`src/bseq_pkg.sv`:
```
// Functional notes
// - wait held asserted until output word valid
// - wait pin floats during writes, output disabled
// - early release frees wait one cycle ahead
// - only linear burst ordering exists
// - length code picks 4, 8, 16, continuous
// - wrap mode increments modulo length within block
// - no-wrap mode increments linearly across boundaries
// - continuous never wraps, stops at space end
// - chosen clock edge launches data and wait
// - row-crossing stall once, only on crossing
// - no stall aligned; worst latency minus one
// - wait asserted on every stall cycle
// - async page select disables burst sequencing
// - latency counts edges from latch to data
// - polarity bit picks asserted wait level
// - in active bus cycles of burst mode wait changes only on chosen edges
package bseq_pkg;
	localparam int         ADDR_W   = 26;
	localparam int         ROW_W    = 4;
	// burst length codes
	localparam logic [2:0] BL_4     = 3'h1;
	localparam logic [2:0] BL_8     = 3'h2;
	localparam logic [2:0] BL_16    = 3'h3;
	localparam logic [2:0] BL_CONT  = 3'h7;
	localparam logic [4:0] WORDS_4  = 5'h04;
	localparam logic [4:0] WORDS_8  = 5'h08;
	localparam logic [4:0] WORDS_16 = 5'h10;
	localparam logic [4:0] WORDS_INF = 5'h00;
	// shortest usable latency count
	localparam logic [3:0] LAT_MIN  = 4'h3;
	// reset values
	localparam logic [ADDR_W-1:0] RST_ADDR = 26'h0000000;
	localparam logic       RST_LOW  = 1'b0;
	localparam logic [3:0] RST_CNT  = 4'h0;
	localparam logic [4:0] RST_WORDS = 5'h00;

	typedef enum logic [4:0] {
		ST_IDLE  = 5'h01,
		ST_LAT   = 5'h02,
		ST_DATA  = 5'h04,
		ST_STALL = 5'h08,
		ST_DONE  = 5'h10
	} seq_state_t;

	// words per burst, zero meaning continuous
	function automatic logic [4:0] burst_words(input logic [2:0] code);
		case (code)
			BL_4:    burst_words = WORDS_4;
			BL_8:    burst_words = WORDS_8;
			BL_16:   burst_words = WORDS_16;
			default: burst_words = WORDS_INF;
		endcase
	endfunction : burst_words

	// low address bits that wrap, zero when linear
	function automatic logic [3:0] wrap_mask(input logic [2:0] code, input logic nowrap);
		logic [4:0] w;
		w = burst_words(code);
		if (nowrap || w == WORDS_INF) begin
			wrap_mask = 4'h0;
		end else begin
			wrap_mask = 4'(w - 5'h01);
		end
	endfunction : wrap_mask

	// stall cycles at the first row crossing
	function automatic logic [3:0] row_stall(input logic [1:0] ofs, input logic [3:0] lc);
		if (ofs == 2'h3) begin
			row_stall = lc - 4'h1;
		end else begin
			row_stall = {2'h0, ofs};
		end
	endfunction : row_stall
endpackage : bseq_pkg

```
`src/burst_step_if.sv`:
```
`timescale 1ns/10ps
// address stepping request and answer
interface burst_step_if;
	logic [bseq_pkg::ADDR_W-1:0] cur_addr;
	logic [3:0]                  mask;
	logic                        crossed;
	logic [3:0]                  stall_len;
	logic [bseq_pkg::ADDR_W-1:0] next_addr;
	logic                        to_stall;
	logic                        at_top;
	modport seq (output cur_addr, mask, crossed, stall_len,
		input next_addr, to_stall, at_top);
	modport gen (input cur_addr, mask, crossed, stall_len,
		output next_addr, to_stall, at_top);
endinterface : burst_step_if

```
`src/sync_burst_read_sequencer.sv`:
```
`timescale 1ns/10ps
module sync_burst_read_sequencer (
	input  wire logic                        clock_i,
	input  wire logic                        rst_n_i,
	input  wire logic                        burst_clk_i,
	input  wire logic                        chip_sel_n_i,
	input  wire logic                        out_en_n_i,
	input  wire logic                        address_latch_strobe_n_i,
	input  wire logic [bseq_pkg::ADDR_W-1:0] addr_i,
	input  wire logic                        async_page_select_i,
	input  wire logic [3:0]                  first_access_latency_i,
	input  wire logic                        wait_active_high_i,
	input  wire logic                        wait_early_release_i,
	input  wire logic                        clock_edge_rising_i,
	input  wire logic                        burst_nowrap_i,
	input  wire logic [2:0]                  burst_len_code_i,
	output logic [bseq_pkg::ADDR_W-1:0]      word_addr_o,
	output logic                             data_valid_o,
	output logic                             wait_o,
	output logic                             wait_oe_o,
	output logic                             burst_active_o
);
	burst_step_if sp ();

	bseq_pkg::seq_state_t        st;
	bseq_pkg::seq_state_t        next_st;
	logic [bseq_pkg::ADDR_W-1:0] cur_addr;
	logic [bseq_pkg::ADDR_W-1:0] next_addr;
	logic [3:0]                  cnt;
	logic [3:0]                  next_cnt;
	logic [4:0]                  words;
	logic [4:0]                  next_words;
	logic                        crossed;
	logic                        next_crossed;
	logic [1:0]                  start_ofs;
	logic [1:0]                  next_start_ofs;
	logic                        burst_clk_q;
	logic                        step;
	logic                        seq_on;
	logic                        bus_act;
	logic [3:0]                  lc_eff;
	logic [4:0]                  len;
	logic                        last_word;
	logic                        next_wait;

	// =====================================================
	// burst clock edge selection
	// the burst clock is sampled and its chosen edge becomes an enable
	always_ff @(posedge clock_i) begin
		if (!rst_n_i) begin
			burst_clk_q <= bseq_pkg::RST_LOW;
		end else begin
			burst_clk_q <= burst_clk_i;
		end
	end

	// one step per chosen edge of the burst clock
	assign step = clock_edge_rising_i ? (burst_clk_i && !burst_clk_q)
		: (!burst_clk_i && burst_clk_q);

	// =====================================================
	// mode and configuration decode
	assign seq_on  = !chip_sel_n_i && !async_page_select_i;
	assign bus_act = !chip_sel_n_i && !out_en_n_i;
	// reserved short latencies fall back to the shortest usable one
	assign lc_eff  = (first_access_latency_i < bseq_pkg::LAT_MIN) ? bseq_pkg::LAT_MIN
		: first_access_latency_i;
	assign len       = bseq_pkg::burst_words(burst_len_code_i);
	assign last_word = (len != bseq_pkg::WORDS_INF) && (words == len - 5'h01);

	// =====================================================
	// address stepping unit
	assign sp.cur_addr  = cur_addr;
	assign sp.mask      = bseq_pkg::wrap_mask(burst_len_code_i, burst_nowrap_i);
	assign sp.crossed   = crossed;
	assign sp.stall_len = bseq_pkg::row_stall(start_ofs, lc_eff);

	burst_addr_step u_step (
		.st (sp)
	);

	// =====================================================
	// sequence decision for the coming step
	always_comb begin
		next_st        = st;
		next_cnt       = cnt;
		next_addr      = cur_addr;
		next_words     = words;
		next_crossed   = crossed;
		next_start_ofs = start_ofs;
		if (!address_latch_strobe_n_i) begin
			// a new burst starts; latency counts from here
			next_st        = bseq_pkg::ST_LAT;
			next_cnt       = lc_eff;
			next_addr      = addr_i;
			next_words     = bseq_pkg::RST_WORDS;
			next_crossed   = 1'b0;
			next_start_ofs = addr_i[1:0];
		end else begin
			case (st)
				bseq_pkg::ST_LAT: begin
					if (cnt == 4'h1) begin
						next_st = bseq_pkg::ST_DATA;
					end else begin
						next_cnt = cnt - 4'h1;
					end
				end
				bseq_pkg::ST_DATA: begin
					if (last_word || sp.at_top) begin
						next_st = bseq_pkg::ST_DONE;
					end else begin
						next_addr  = sp.next_addr;
						next_words = words + 5'h01;
						if (sp.to_stall) begin
							// only one stall per burst
							next_st      = bseq_pkg::ST_STALL;
							next_cnt     = sp.stall_len;
							next_crossed = 1'b1;
						end
					end
				end
				bseq_pkg::ST_STALL: begin
					if (cnt == 4'h1) begin
						next_st = bseq_pkg::ST_DATA;
					end else begin
						next_cnt = cnt - 4'h1;
					end
				end
				default: begin
					next_st = st;
				end
			endcase
		end
	end

	// wait level wanted after the coming step
	always_comb begin
		case (next_st)
			bseq_pkg::ST_LAT: begin
				// early release frees wait one data cycle ahead
				next_wait = !(wait_early_release_i && next_cnt == 4'h1);
			end
			bseq_pkg::ST_STALL: begin
				next_wait = 1'b1;
			end
			default: begin
				next_wait = 1'b0;
			end
		endcase
	end

	// =====================================================
	// sequencer state
	always_ff @(posedge clock_i) begin
		if (!rst_n_i) begin
			st <= bseq_pkg::ST_IDLE;
		end else if (!seq_on) begin
			st <= bseq_pkg::ST_IDLE;
		end else if (step) begin
			st <= next_st;
		end
	end

	// burst counters and addresses
	always_ff @(posedge clock_i) begin
		if (!rst_n_i) begin
			cur_addr  <= bseq_pkg::RST_ADDR;
			cnt       <= bseq_pkg::RST_CNT;
			words     <= bseq_pkg::RST_WORDS;
			crossed   <= bseq_pkg::RST_LOW;
			start_ofs <= 2'h0;
		end else if (seq_on && step) begin
			cur_addr  <= next_addr;
			cnt       <= next_cnt;
			words     <= next_words;
			crossed   <= next_crossed;
			start_ofs <= next_start_ofs;
		end
	end

	// =====================================================
	// data launch outputs
	always_ff @(posedge clock_i) begin
		if (!rst_n_i) begin
			word_addr_o  <= bseq_pkg::RST_ADDR;
			data_valid_o <= bseq_pkg::RST_LOW;
		end else if (!seq_on || !bus_act) begin
			data_valid_o <= bseq_pkg::RST_LOW;
		end else if (step) begin
			word_addr_o  <= next_addr;
			data_valid_o <= (next_st == bseq_pkg::ST_DATA);
		end
	end

	// burst in progress
	always_ff @(posedge clock_i) begin
		if (!rst_n_i) begin
			burst_active_o <= bseq_pkg::RST_LOW;
		end else if (!seq_on) begin
			burst_active_o <= bseq_pkg::RST_LOW;
		end else if (step) begin
			burst_active_o <= (next_st != bseq_pkg::ST_IDLE) && (next_st != bseq_pkg::ST_DONE);
		end
	end

	// =====================================================
	// wait pin
	// driven only while selected with output enabled, so writes float it
	always_ff @(posedge clock_i) begin
		if (!rst_n_i) begin
			wait_oe_o <= bseq_pkg::RST_LOW;
		end else begin
			wait_oe_o <= bus_act;
		end
	end

	// level moves on chosen edges only while active; an idle bus or async mode parks it released
	always_ff @(posedge clock_i) begin
		if (!rst_n_i) begin
			wait_o <= bseq_pkg::RST_LOW;
		end else if (!bus_act || !seq_on) begin
			wait_o <= !wait_active_high_i;
		end else if (step) begin
			wait_o <= next_wait ? wait_active_high_i : !wait_active_high_i;
		end
	end

	logic wait_on;
	assign wait_on = wait_o == wait_active_high_i;
endmodule : sync_burst_read_sequencer

```
`src/burst_addr_step.sv`:
```
`timescale 1ns/10ps
module burst_addr_step (
	burst_step_if.gen st
);
	logic [bseq_pkg::ROW_W-1:0] low_inc;

	// =====================================================
	// next word address
	// only linear order is produced, wrapped or not
	always_comb begin
		low_inc = st.cur_addr[bseq_pkg::ROW_W-1:0] + 4'h1;
		if (st.mask == 4'h0) begin
			st.next_addr = st.cur_addr + 26'h0000001;
		end else begin
			st.next_addr = {st.cur_addr[bseq_pkg::ADDR_W-1:bseq_pkg::ROW_W],
				(st.cur_addr[bseq_pkg::ROW_W-1:0] & ~st.mask) | (low_inc & st.mask)};
		end
	end

	// =====================================================
	// first row crossing in linear bursts may stall
	assign st.to_stall = (st.mask == 4'h0) && !st.crossed && (low_inc == 4'h0)
		&& (st.stall_len != 4'h0);
	// end of the burstable space
	assign st.at_top = &st.cur_addr;
endmodule : burst_addr_step

```
`config.mk`:
```
export PLATFORM = sky130hd
export DESIGN_NAME = sync_burst_read_sequencer
export DESIGN_NICKNAME = d
export VERILOG_FILES = /design/src/bseq_pkg.sv /design/src/burst_step_if.sv /design/src/sync_burst_read_sequencer.sv /design/src/burst_addr_step.sv
export SDC_FILE = /design/constraint.sdc
export NUM_CORES = 1
export LEC_CHECK = 0
export BUFFER_PORTS_ARGS = -buffer_cell sky130_fd_sc_hd__buf_4
export CORE_MARGIN = 8
export CORE_UTILIZATION = 40
export CTS_CLUSTER_DIAMETER = 120
export DETAILED_ROUTE_END_ITERATION = 8
export HOLD_SLACK_MARGIN = 0.05
export PLACE_DENSITY = 0.63
export SLEW_MARGIN = 15
export SYNTH_ARGS = -nofsm -noshare
export SYNTH_HDL_FRONTEND = slang
export SYNTH_SLANG_ARGS = --single-unit
```
`constraint.sdc`:
```
create_clock -name clock_i -period 5.19 [get_ports clock_i]
set_input_delay 1.038 -clock clock_i [delete_from_list [all_inputs] [get_ports clock_i]]
set_output_delay 1.038 -clock clock_i [all_outputs]
set_load 0.02 [all_outputs]
```
==> qor.txt, run 1 <==
outcome - complete, no violations
class of the worst hold path - flop to flop
r2r setup slk - 2.20 ns
post_cts resized - 0
Num CTS Buffers - 9
reg2reg start - words[4]$_SDFFE_PN0P_
CP required - 5.47 ns
commonest cells after routing, fill and taps aside - 88 x nand2_1, 77 x buf_4, 74 x dfxtp_1
crit path launch type - input pin
WP buf/inv - 1
Fillers - 1076
final clock skew - 0.0141 ns
CP max stage cell - o311ai_4
Core Area - 0.0108 mm2
GRT Total Usage - 16.8%
CP delay by family, top - simple AND/OR/NAND/NOR gates
Distinct cells, synth - 66
Syn Inst Count - 571
Remaining DRCs - 0
IO Count - 74
drt wl/cell - 16.0 um
final count of negative-setup-slack endpoints - 0
Initial Utilization - 40.9%
yosys warns - 0
total gr overflow - 0
Synth Flop Type - dfxtp_1
CP cell instances - buf_4, or3b_2, ha_1, xor2_1, and4_4, o311ai_4, nand2_1, or3_4, or3_1, nand3_1, a32o_1
crit path max fanout - 12
Worst-Margin Slew - 0.894 ns
number of enable flip-flop cells after synthesis - 0
Final Cycle Share - 79.5%
Max Fclk - 242 MHz
unrepaired setup endpoints after global routing - false
H-tree levels - 3
crit end category - flop
most common cell after layout, fill and taps aside - nand2_1
slowest stage delay, CP - 0.61 ns
Cell Area, Synth - 0.00442 mm2
crit path kind - input pin to flop
Final Hold Viols - 0
fin crit period - 4.13 ns
worst r2r dst - cur_addr[25]$_SDFFE_PN0P_
VDD IR max - 106 uV
ys async rst share - 0%
total detailed-routing wirelength - 12300 um
postcts setup bufs - 0
worst r2r path cells - 8
critical path depth - 11
CTS tree - done
antenna violations before repair - 0
DR vias - 4369
proportion of layout cells with a drive suffix above 1 - 19.8%
Slew HR - 40.4%
Antenna Cells - 0
vias in the first global route - 4301
Clock Latency Late Sink - 0.35 ns
PD cells - 215 mW/mm2
critical path arrival - 4.41 ns
ANT nets after route - 0
Port Buf Inserts - 73
CTS clk-pin slew, worst paths - 0.07 ns
sequential fraction of the synthesis area - 33.5%
clk sinks - 74
first-pass GRT wire length - 20400 um
worst setup path endpoint - cur_addr[25]$_SDFFE_PN0P_
DP Wirelength - 8960 um
final net count - 678
maxcap violations - 0
starting DRC count in detailed routing - 262
fin. max-slew vios - 0
CTS max path bufs - 2
Placed Cells - 756
Post-Route Setup TNS - 0 ns
Std-Cell Rows - 38
die footprint - 0.0147 mm2
vias per cell - 5.67
Final Non-Filler Cells - 771
Syn-to-layout area delta - 17.5%
Synth Register Bits - 74
die width - 121 um
Hold-fix buffers, CTS - 0
pin count of the biggest net entering global routing - 76
syn_area_per_cell - 7.74 um2
Chip Height - 121 um
drt first pass iters - 5
Pleak - 1.83 nW
Critical Path Source - burst_len_code_i[2]
CTS Root Cell - clkbuf_8
fin util - 48.1%
routability cong. - 0.865
syn nets - 622
## tightest hold or removal path, stage by stage, from the launching register on
cell and delay [ns]:
dfxtp_1 0.32, nand2_1 0.05, a21oi_1 0.05
## area by class of cell
class	instances	area, um2	share of cell area [%]
tap	140	175	3.38
inverter	10	37.5	0.723
multi-input combinational	455	2750	52.9
clock inverter	4	28.8	0.555
timing repair buffer	77	578	11.1
sequential	74	1480	28.6
clock buffer	11	141	2.72
## layer usage
metal  wire length [um]  vias to the layer above  GRT usage, %  share of wire [%]
met5                  0                        -             0                  0
met3                593                       15          4.09                4.8
li1                   -                     2171             -                  -
met4                184                        0          5.93                1.5
met2               5930                      107          28.6                 48
met1               5640                     2076          20.3                 46
## per-stage QoR
| step | cell area, um2 | hold slack, ns | setup slack, ns | power (W) |
|---|---|---|---|---|
| 2_1_floorplan | 4420 | 0.438 | 1.58 | 0.000673 |
| 3_5_place_dp | 5020 | 0.451 | 0.728 | 0.000729 |
| 6_report | 5190 | 0.461 | 1.06 | 0.00112 |
| 3_3_place_gp | 5020 | 0.447 | 0.845 | 0.000727 |
| 5_1_grt | 5190 | 0.478 | 0.837 | 0.00117 |
| 4_1_cts | 5190 | 0.462 | 1.09 | 0.00113 |
## report_power, final
group,leakage [nW],switching [W],internal (W),total [W]
registers,0.598,0.00000901,0.000576,0.000585
clock network,0.0814,0.000216,0.000184,0.000400
logic,1.15,0.0000772,0.0000531,0.000130
total,1.83,0.000302,0.000813,0.00112
## cell families (layout without fill, tap and decap cells)
logic type / after synthesis / count (layout) / share of synthesized area [%]
muxes: 9 / 9 / 2.07
xor gates and xnor gates: 27 / 27 / 5.35
AOI/OAI and AO/OA: 152 / 152 / 22.0
buffers and inverters: 42 / 102 / 4.39
adders and majority gates: 7 / 7 / 1.98
DFF: 74 / 74 / 33.5
and+or+nand+nor: 260 / 260 / 30.7
## state kept, by name (all words and copies together) (netlist names)
name            cells
wait_oe_o           1
crossed             1
data_valid_o        1
cur_addr           26
words               5
st                  5
wait_o              1
burst_clk_q         1
burst_active_o      1
word_addr_o        26
start_ofs           2
cnt                 4
## how the worst min path moves through the flow
stage | startpoint | endpoint | slack [ns] | depth (start not counted)
floorplan | crossed$_SDFFE_PN0P_ | crossed$_SDFFE_PN0P_ | 0.44 | 2
global placement | word_addr_o[24]$_SDFFE_PN0P_ | word_addr_o[24]$_SDFFE_PN0P_ | 0.45 | 2
detailed placement | word_addr_o[1]$_SDFFE_PN0P_ | word_addr_o[1]$_SDFFE_PN0P_ | 0.45 | 2
CTS | word_addr_o[1]$_SDFFE_PN0P_ | word_addr_o[1]$_SDFFE_PN0P_ | 0.46 | 2
global route | word_addr_o[3]$_SDFFE_PN0P_ | word_addr_o[3]$_SDFFE_PN0P_ | 0.48 | 2
finish | word_addr_o[1]$_SDFFE_PN0P_ | word_addr_o[1]$_SDFFE_PN0P_ | 0.46 | 2
## cell usage after synthesis (3+ instances only)
cell       n  area (um2)
a211o_1    5        43.8
a211oi_1   4        30.0
a21o_1     3        22.5
a21oi_1   49         245
a21oi_2    7        61.3
a311oi_1   4        35.0
a31oi_1   10        62.6
and2_1     5        31.3
and3_1     4        25.0
buf_2      5        25.0
buf_6      4        45.0
clkbuf_1  21        78.8
dfxtp_1   74        1480
ha_1       7        87.6
inv_1      8        30.0
mux2i_1    8        80.1
nand2_1   88         330
nand2b_1   3        18.8
nand3_1   32         160
nand4_1   11        68.8
nor2_1    47         176
nor3_1    22         110
nor3_2     5        50.1
nor4_1     3        18.8
o211ai_1   3        22.5
o21ai_0   36         180
o21ai_1    8        40.0
o31ai_1    9        67.6
or3_1      8        50.1
or4_1      5        37.5
xnor2_1   11        96.3
xor2_1    16         140
Power figures use the tool's default switching activity.
==> run 2: changes to the inputs <==
clock period = 3.95 ns   (was 5.19 ns; I/O delays follow)
==> qor.txt, run 2 (synthesis results as in run 1) <==
H-tree levels - 3 (unchanged)
maxcap violations - 0 (unchanged)
fin. max-slew vios - 0 (unchanged)
vias per cell - 5.72 (was 5.67)
clk sinks - 74 (unchanged)
wl on met1 - 5760 um (was 5640 um)
final net count - 683 (was 678)
post_cts resized - 0 (unchanged)
Initial Utilization - 40.9% (unchanged)
CP max stage cell - nor4_1 (was o311ai_4)
Port Buf Inserts - 73 (unchanged)
GRT Total Usage - 17.7% (was 16.8%)
final count of negative-setup-slack endpoints - 0 (unchanged)
Hold-fix buffers, CTS - 0 (unchanged)
CP cell instances - buf_4, or3b_2, ha_1, xor2_1, and4_4, o311ai_4, nand3_2, nor4_1, xor2_1, mux2i_1, o21ai_1 (was buf_4, or3b_2, ha_1, xor2_1, and4_4, o311ai_4, nand2_1, or3_4, or3_1, nand3_1, a32o_1)
CTS tree - done (unchanged)
fin util - 48.5% (was 48.1%)
drt wl/cell - 16.5 um (was 16.0 um)
Remaining DRCs - 0 (unchanged)
slowest stage delay, CP - 0.52 ns (was 0.61 ns)
IO Count - 74 (unchanged)
Post-Route Setup TNS - 0 ns (unchanged)
Slew HR - 38.0% (was 40.4%)
Worst-Margin Slew - 0.929 ns (was 0.894 ns)
CTS Root Cell - clkbuf_8 (unchanged)
total gr overflow - 0 (unchanged)
die width - 121 um (unchanged)
proportion of layout cells with a drive suffix above 1 - 20.4% (was 19.8%)
final clock skew - 0.00874 ns (was 0.0141 ns)
WP buf/inv - 1 (unchanged)
Final Cycle Share - 86.4%
WL met3 - 741 um (was 593 um)
Chip Height - 121 um (unchanged)
antenna violations before repair - 0 (unchanged)
outcome - complete, no violations (unchanged)
Std-Cell Rows - 38 (unchanged)
Final Non-Filler Cells - 777 (was 771)
total detailed-routing wirelength - 12800 um (was 12300 um)
PD cells - 286 mW/mm2 (was 215 mW/mm2)
Top Registers - cur_addr: 26 flops, word_addr_o: 26 flops (unchanged)
fin crit period - 3.41 ns
routability cong. - 0.872 (was 0.865)
ANT nets after route - 0 (unchanged)
CP delay by family, top - simple AND/OR/NAND/NOR gates (unchanged)
DR vias - 4446 (was 4369)
CTS clk-pin slew, worst paths - 0.08 ns (was 0.07 ns)
commonest cells after routing, fill and taps aside - 88 x nand2_1, 82 x buf_4, 74 x dfxtp_1 (was 88 x nand2_1, 77 x buf_4, 74 x dfxtp_1)
Antenna Cells - 0 (unchanged)
Non-Filler Cell Area, Final - 0.00524 mm2 (was 0.00519 mm2)
Max Fclk - 293 MHz
postcts setup bufs - 0 (unchanged)
met2 wire len - 6170 um (was 5930 um)
placed cell area - 0.00506 mm2 (was 0.00502 mm2)
unrepaired setup endpoints after global routing - false (unchanged)
Core Area - 0.0108 mm2 (unchanged)
CP required - 4.19 ns (was 5.47 ns)
DP Wirelength - 9310 um (was 8960 um)
die footprint - 0.0147 mm2 (unchanged)
Syn-to-layout area delta - 18.6% (was 17.5%)
crit end category - flop (unchanged)
class of the worst hold path - flop to flop (unchanged)
crit path max fanout - 12 (unchanged)
first-pass GRT wire length - 21400 um (was 20400 um)
starting DRC count in detailed routing - 248 (was 262)
CP most frequent cell - xor2_1
CTS max path bufs - 2 (unchanged)
drt first pass iters - 7 (was 5)
most common cell after layout, fill and taps aside - nand2_1 (unchanged)
Pleak - 1.87 nW (was 1.83 nW)
pin count of the biggest net entering global routing - 46 (was 76)
crit path launch type - input pin (unchanged)
Final Hold Viols - 0 (unchanged)
critical path arrival - 3.65 ns (was 4.41 ns)
Total Power - 0.00150 W (was 0.00112 W)
Placed Cells - 761 (was 756)
crit path kind - input pin to flop (unchanged)
Num CTS Buffers - 9 (unchanged)
highest routed metal layer - met4 (unchanged)
VDD IR max - 146 uV (was 106 uV)
Clock Latency Late Sink - 0.35 ns (about the same)
vias in the first global route - 4486 (was 4301)
-- run 2: cell types whose count changed in the layout (fill, tap and decap cells not counted) --
cell        before  now
clkinvlp_4       2    0
clkinv_4         1    0
clkbuf_1         1    2
clkinv_2         1    2
clkbuf_8        10   12
buf_4           77   82
-- run 2: final cells by class --
cell class              count  area (um2)
clock buffers              14         173
repair buffers             82         616
fillers                  1047        5550
flip-flops and latches     74        1480
inverters                  10        37.5
clock inverters             2        10.0
multi-input cells         455        2750
well taps                 140         175
-- run 2: tightest hold or removal path, cell delays in order (launching register included) --
cell	delay, ns
dfxtp_1	0.31
nand2_1	0.05
a21oi_1	0.05
-- run 2: worst paths after layout --
check                                                  from                          end  slack [ns]  depth (start not counted)
worst min register to register  word_addr_o[4]$_SDFFE_PN0P_  word_addr_o[4]$_SDFFE_PN0P_        0.46                          2
worst max register to register     cur_addr[9]$_SDFFE_PN0P_          wait_o$_SDFFE_PN0P_        1.17                          9
worst max-delay path                    burst_len_code_i[2]    cur_addr[13]$_SDFFE_PN0P_        0.54                         11
worst min-delay path            word_addr_o[4]$_SDFFE_PN0P_  word_addr_o[4]$_SDFFE_PN0P_        0.46                          2
-- run 2: through the flow --
stage / worst slack [ns] / hold slack [ns]
floorplan: 0.593 / 0.438
global placement: 0.204 / 0.447
detailed placement: 0.151 / 0.449
CTS: 0.513 / 0.462
global route: 0.333 / 0.484
finish: 0.536 / 0.458
-- run 2: where the power goes --
group	switching, W	leakage [nW]	internal (W)
Combinational	0.000103	1.17	0.0000709
Sequential	0.0000121	0.598	0.000757
Clock	0.000277	0.0965	0.000279
Total	0.000392	1.87	0.00111
-- run 2: metal layers --
metal  vias up  track usage, %
li1       2187               -
met1      2121            22.1
met2       123            29.5
met3        15            3.96
met4         0            5.31
met5         -               0
==> run 3: changes to the inputs <==
==> constraint.sdc (replaced) <==
create_clock -name clock_i -period 3.95 [get_ports clock_i]
set_input_delay 0.395 -clock clock_i [delete_from_list [all_inputs] [get_ports clock_i]]
set_output_delay 0.395 -clock clock_i [all_outputs]
set_load 0.02 [all_outputs]
==> qor.txt, run 3 (synthesis results as in run 1) <==
outcome - complete, no violations (unchanged)
Clock Latency Late Sink - 0.35 ns (about the same)
Post-Route Setup TNS - 0 ns (unchanged)
commonest cells after routing, fill and taps aside - 88 x nand2_1, 81 x buf_4, 74 x dfxtp_1 (was 88 x nand2_1, 82 x buf_4, 74 x dfxtp_1)
crit path max fanout - 12 (unchanged)
crit path launch type - input pin (unchanged)
Pleak - 1.88 nW (was 1.87 nW)
postcts setup bufs - 0 (unchanged)
crit end category - flop (unchanged)
Chip Height - 121 um (unchanged)
CP max stage cell - o311ai_4 (was nor4_1)
crit path kind - input pin to flop (unchanged)
Remaining DRCs - 0 (unchanged)
fin. max-slew vios - 0 (unchanged)
H-tree levels - 3 (unchanged)
Hold Crit Endpoint - wait_oe_o$_SDFF_PN0_ (was word_addr_o[4]$_SDFFE_PN0P_)
worst r2r dst - cur_addr[9]$_SDFFE_PN0P_ (was wait_o$_SDFFE_PN0P_)
clk sinks - 74 (unchanged)
Syn-to-layout area delta - 19.2% (was 18.6%)
Final Cycle Share - 85.5% (was 86.4%)
Final Hold Viols - 0 (unchanged)
final clock skew - 0.00515 ns (was 0.00874 ns)
Switching Share - 25.1% (was 26.1%)
placed cell area - 0.00505 mm2 (was 0.00506 mm2)
WP buf/inv - 1 (unchanged)
Non-Filler Cell Area, Final - 0.00527 mm2 (was 0.00524 mm2)
unrepaired setup endpoints after global routing - false (unchanged)
PD cells - 302 mW/mm2 (was 286 mW/mm2)
routability cong. - 0.901 (was 0.872)
HP Start - out_en_n_i (was word_addr_o[4]$_SDFFE_PN0P_)
Max Fclk - 296 MHz (was 293 MHz)
CP required - 4.22 ns (was 4.19 ns)
slowest stage delay, CP - 0.63 ns (was 0.52 ns)
CTS clk-pin slew, worst paths - 0.08 ns (about the same)
critical path arrival - 3.65 ns (about the same)
vias per cell - 5.60 (was 5.72)
final net count - 682 (was 683)
drt first pass iters - 4 (was 7)
ANT nets after route - 0 (unchanged)
Slew HR - 37.8% (was 38.0%)
Top Registers - cur_addr: 26 flops, word_addr_o: 26 flops (unchanged)
Critical Path Source - burst_len_code_i[2] (unchanged)
VDD IR max - 174 uV (was 146 uV)
Antenna Cells - 0 (unchanged)
post_cts resized - 0 (unchanged)
total detailed-routing wirelength - 12700 um (was 12800 um)
Core Area - 0.0108 mm2 (unchanged)
total gr overflow - 0 (unchanged)
die footprint - 0.0147 mm2 (unchanged)
most common cell after layout, fill and taps aside - nand2_1 (unchanged)
Num CTS Buffers - 9 (unchanged)
Std-Cell Rows - 38 (unchanged)
Port Buf Inserts - 73 (unchanged)
DR vias - 4347 (was 4446)
CP cell instances - buf_4, or3b_2, ha_1, xor2_1, and4_4, o311ai_4, nand3_2, or4_1, a31oi_1, nand2_1, a21oi_1 (was buf_4, or3b_2, ha_1, xor2_1, and4_4, o311ai_4, nand3_2, nor4_1, xor2_1, mux2i_1, o21ai_1)
GRT Total Usage - 17.5% (was 17.7%)
DP Wirelength - 9080 um (was 9310 um)
sequential power share - 48.4% (was 51.3%)
vias in the first global route - 4246 (was 4486)
maxcap violations - 0 (unchanged)
Hold-fix buffers, CTS - 0 (unchanged)
die width - 121 um (unchanged)
pin count of the biggest net entering global routing - 58 (was 46)
drt wl/cell - 16.4 um (was 16.5 um)
internal power - 0.00119 W (was 0.00111 W)
Worst-Margin Slew - 0.931 ns (was 0.929 ns)
antenna violations before repair - 0 (unchanged)
starting DRC count in detailed routing - 231 (was 248)
Combinational Power Share - 10.9% (was 11.6%)
reg2reg start - words[4]$_SDFFE_PN0P_ (was cur_addr[9]$_SDFFE_PN0P_)
proportion of layout cells with a drive suffix above 1 - 20.3% (was 20.4%)
CP delay by family, top - simple AND/OR/NAND/NOR gates (unchanged)
fin crit period - 3.38 ns (was 3.41 ns)
IO Count - 74 (unchanged)
CTS tree - done (unchanged)
class of the worst hold path - input pin to flop (was flop to flop)
CTS max path bufs - 2 (unchanged)
Fillers - 1069 (was 1047)
P_sw - 0.000399 W (was 0.000392 W)
Clock power frac - 40.7% (was 37.1%)
Initial Utilization - 40.9% (unchanged)
WHS Path Cells - 2 (unchanged)
final count of negative-setup-slack endpoints - 0 (unchanged)
r2r setup slk - 1.07 ns (was 1.17 ns)
CTS Root Cell - clkbuf_8 (unchanged)
first-pass GRT wire length - 20900 um (was 21400 um)
worst r2r path cells - 8 (was 9)
-- run 3: changes by cell type in the layout (fill, tap and decap cells not counted), sizes merged --
cell    delta
buf        -1
bufinv     +1
clkinv     -2
clkbuf     +1
-- run 3: worst max path at each step --
stage                                        endpoint  slack (ns)  cells past startpoint
after floorplan             cur_addr[22]$_SDFFE_PN0P_        0.99                     11
after global placement       cur_addr[9]$_SDFFE_PN0P_        0.37                     11
after detailed placement  word_addr_o[9]$_SDFFE_PN0P_        0.25                     11
after CTS                 word_addr_o[9]$_SDFFE_PN0P_        0.60                     11
after global routing         cur_addr[6]$_SDFFE_PN0P_        0.44                     11
final                        cur_addr[9]$_SDFFE_PN0P_        0.57                     11
-- run 3: worst reg2reg max path, cell delays in order, from the launching register on --
cell	delay (ns)
dfxtp_1	0.34
xor2_1	0.20
and4_4	0.23
o311ai_4	0.63
nand3_2	0.40
or4_1	0.58
a31oi_1	0.23
nand2_1	0.08
a21oi_1	0.12
-- run 3: stage by stage --
step	instances	util (%)	setup WS [ns]	hold WS [ns]	power [W]
6_report	776	48.8	0.572	0.229	0.00159
3_3_place_gp	760	46.8	0.369	0.447	0.000957
2_1_floorplan	571	-	0.988	0.438	0.000885
4_1_cts	776	48.8	0.603	0.213	0.00161
5_1_grt	776	48.8	0.440	0.222	0.00165
3_5_place_dp	760	46.8	0.255	0.450	0.000960
-- run 3: power by group through the flow --
| stage | Sequential, W | Clock [W] | Combinational [W] |
|---|---|---|---|
| 3_3_place_gp | 0.000786 | 0 | 0.000171 |
| 3_5_place_dp | 0.000786 | 0 | 0.000174 |
| 5_1_grt | 0.000771 | 0.000690 | 0.000191 |
| 2_1_floorplan | 0.000788 | 0 | 0.0000969 |
| 6_report | 0.000769 | 0.000646 | 0.000174 |
| 4_1_cts | 0.000769 | 0.000663 | 0.000174 |
-- run 3: layer usage --
metal | wire length, um | GRT usage, %
met1 | 5970 | 21.9
met2 | 5930 | 28.8
met3 | 601 | 3.91
met4 | 227 | 6.32
met5 | 0 | 0
-- run 3: layout make-up --
| cell class | instances | area (um2) | area share [%] |
|---|---|---|---|
| Clock buffer | 15 | 186 | 3.54 |
| Clock inverter | 1 | 30.0 | 0.570 |
| Inverter | 10 | 37.5 | 0.713 |
| Multi-Input combinational cell | 455 | 2750 | 52.2 |
| Sequential cell | 74 | 1480 | 28.1 |
| Tap cell | 140 | 175 | 3.33 |
| Timing Repair Buffer | 81 | 608 | 11.5 |
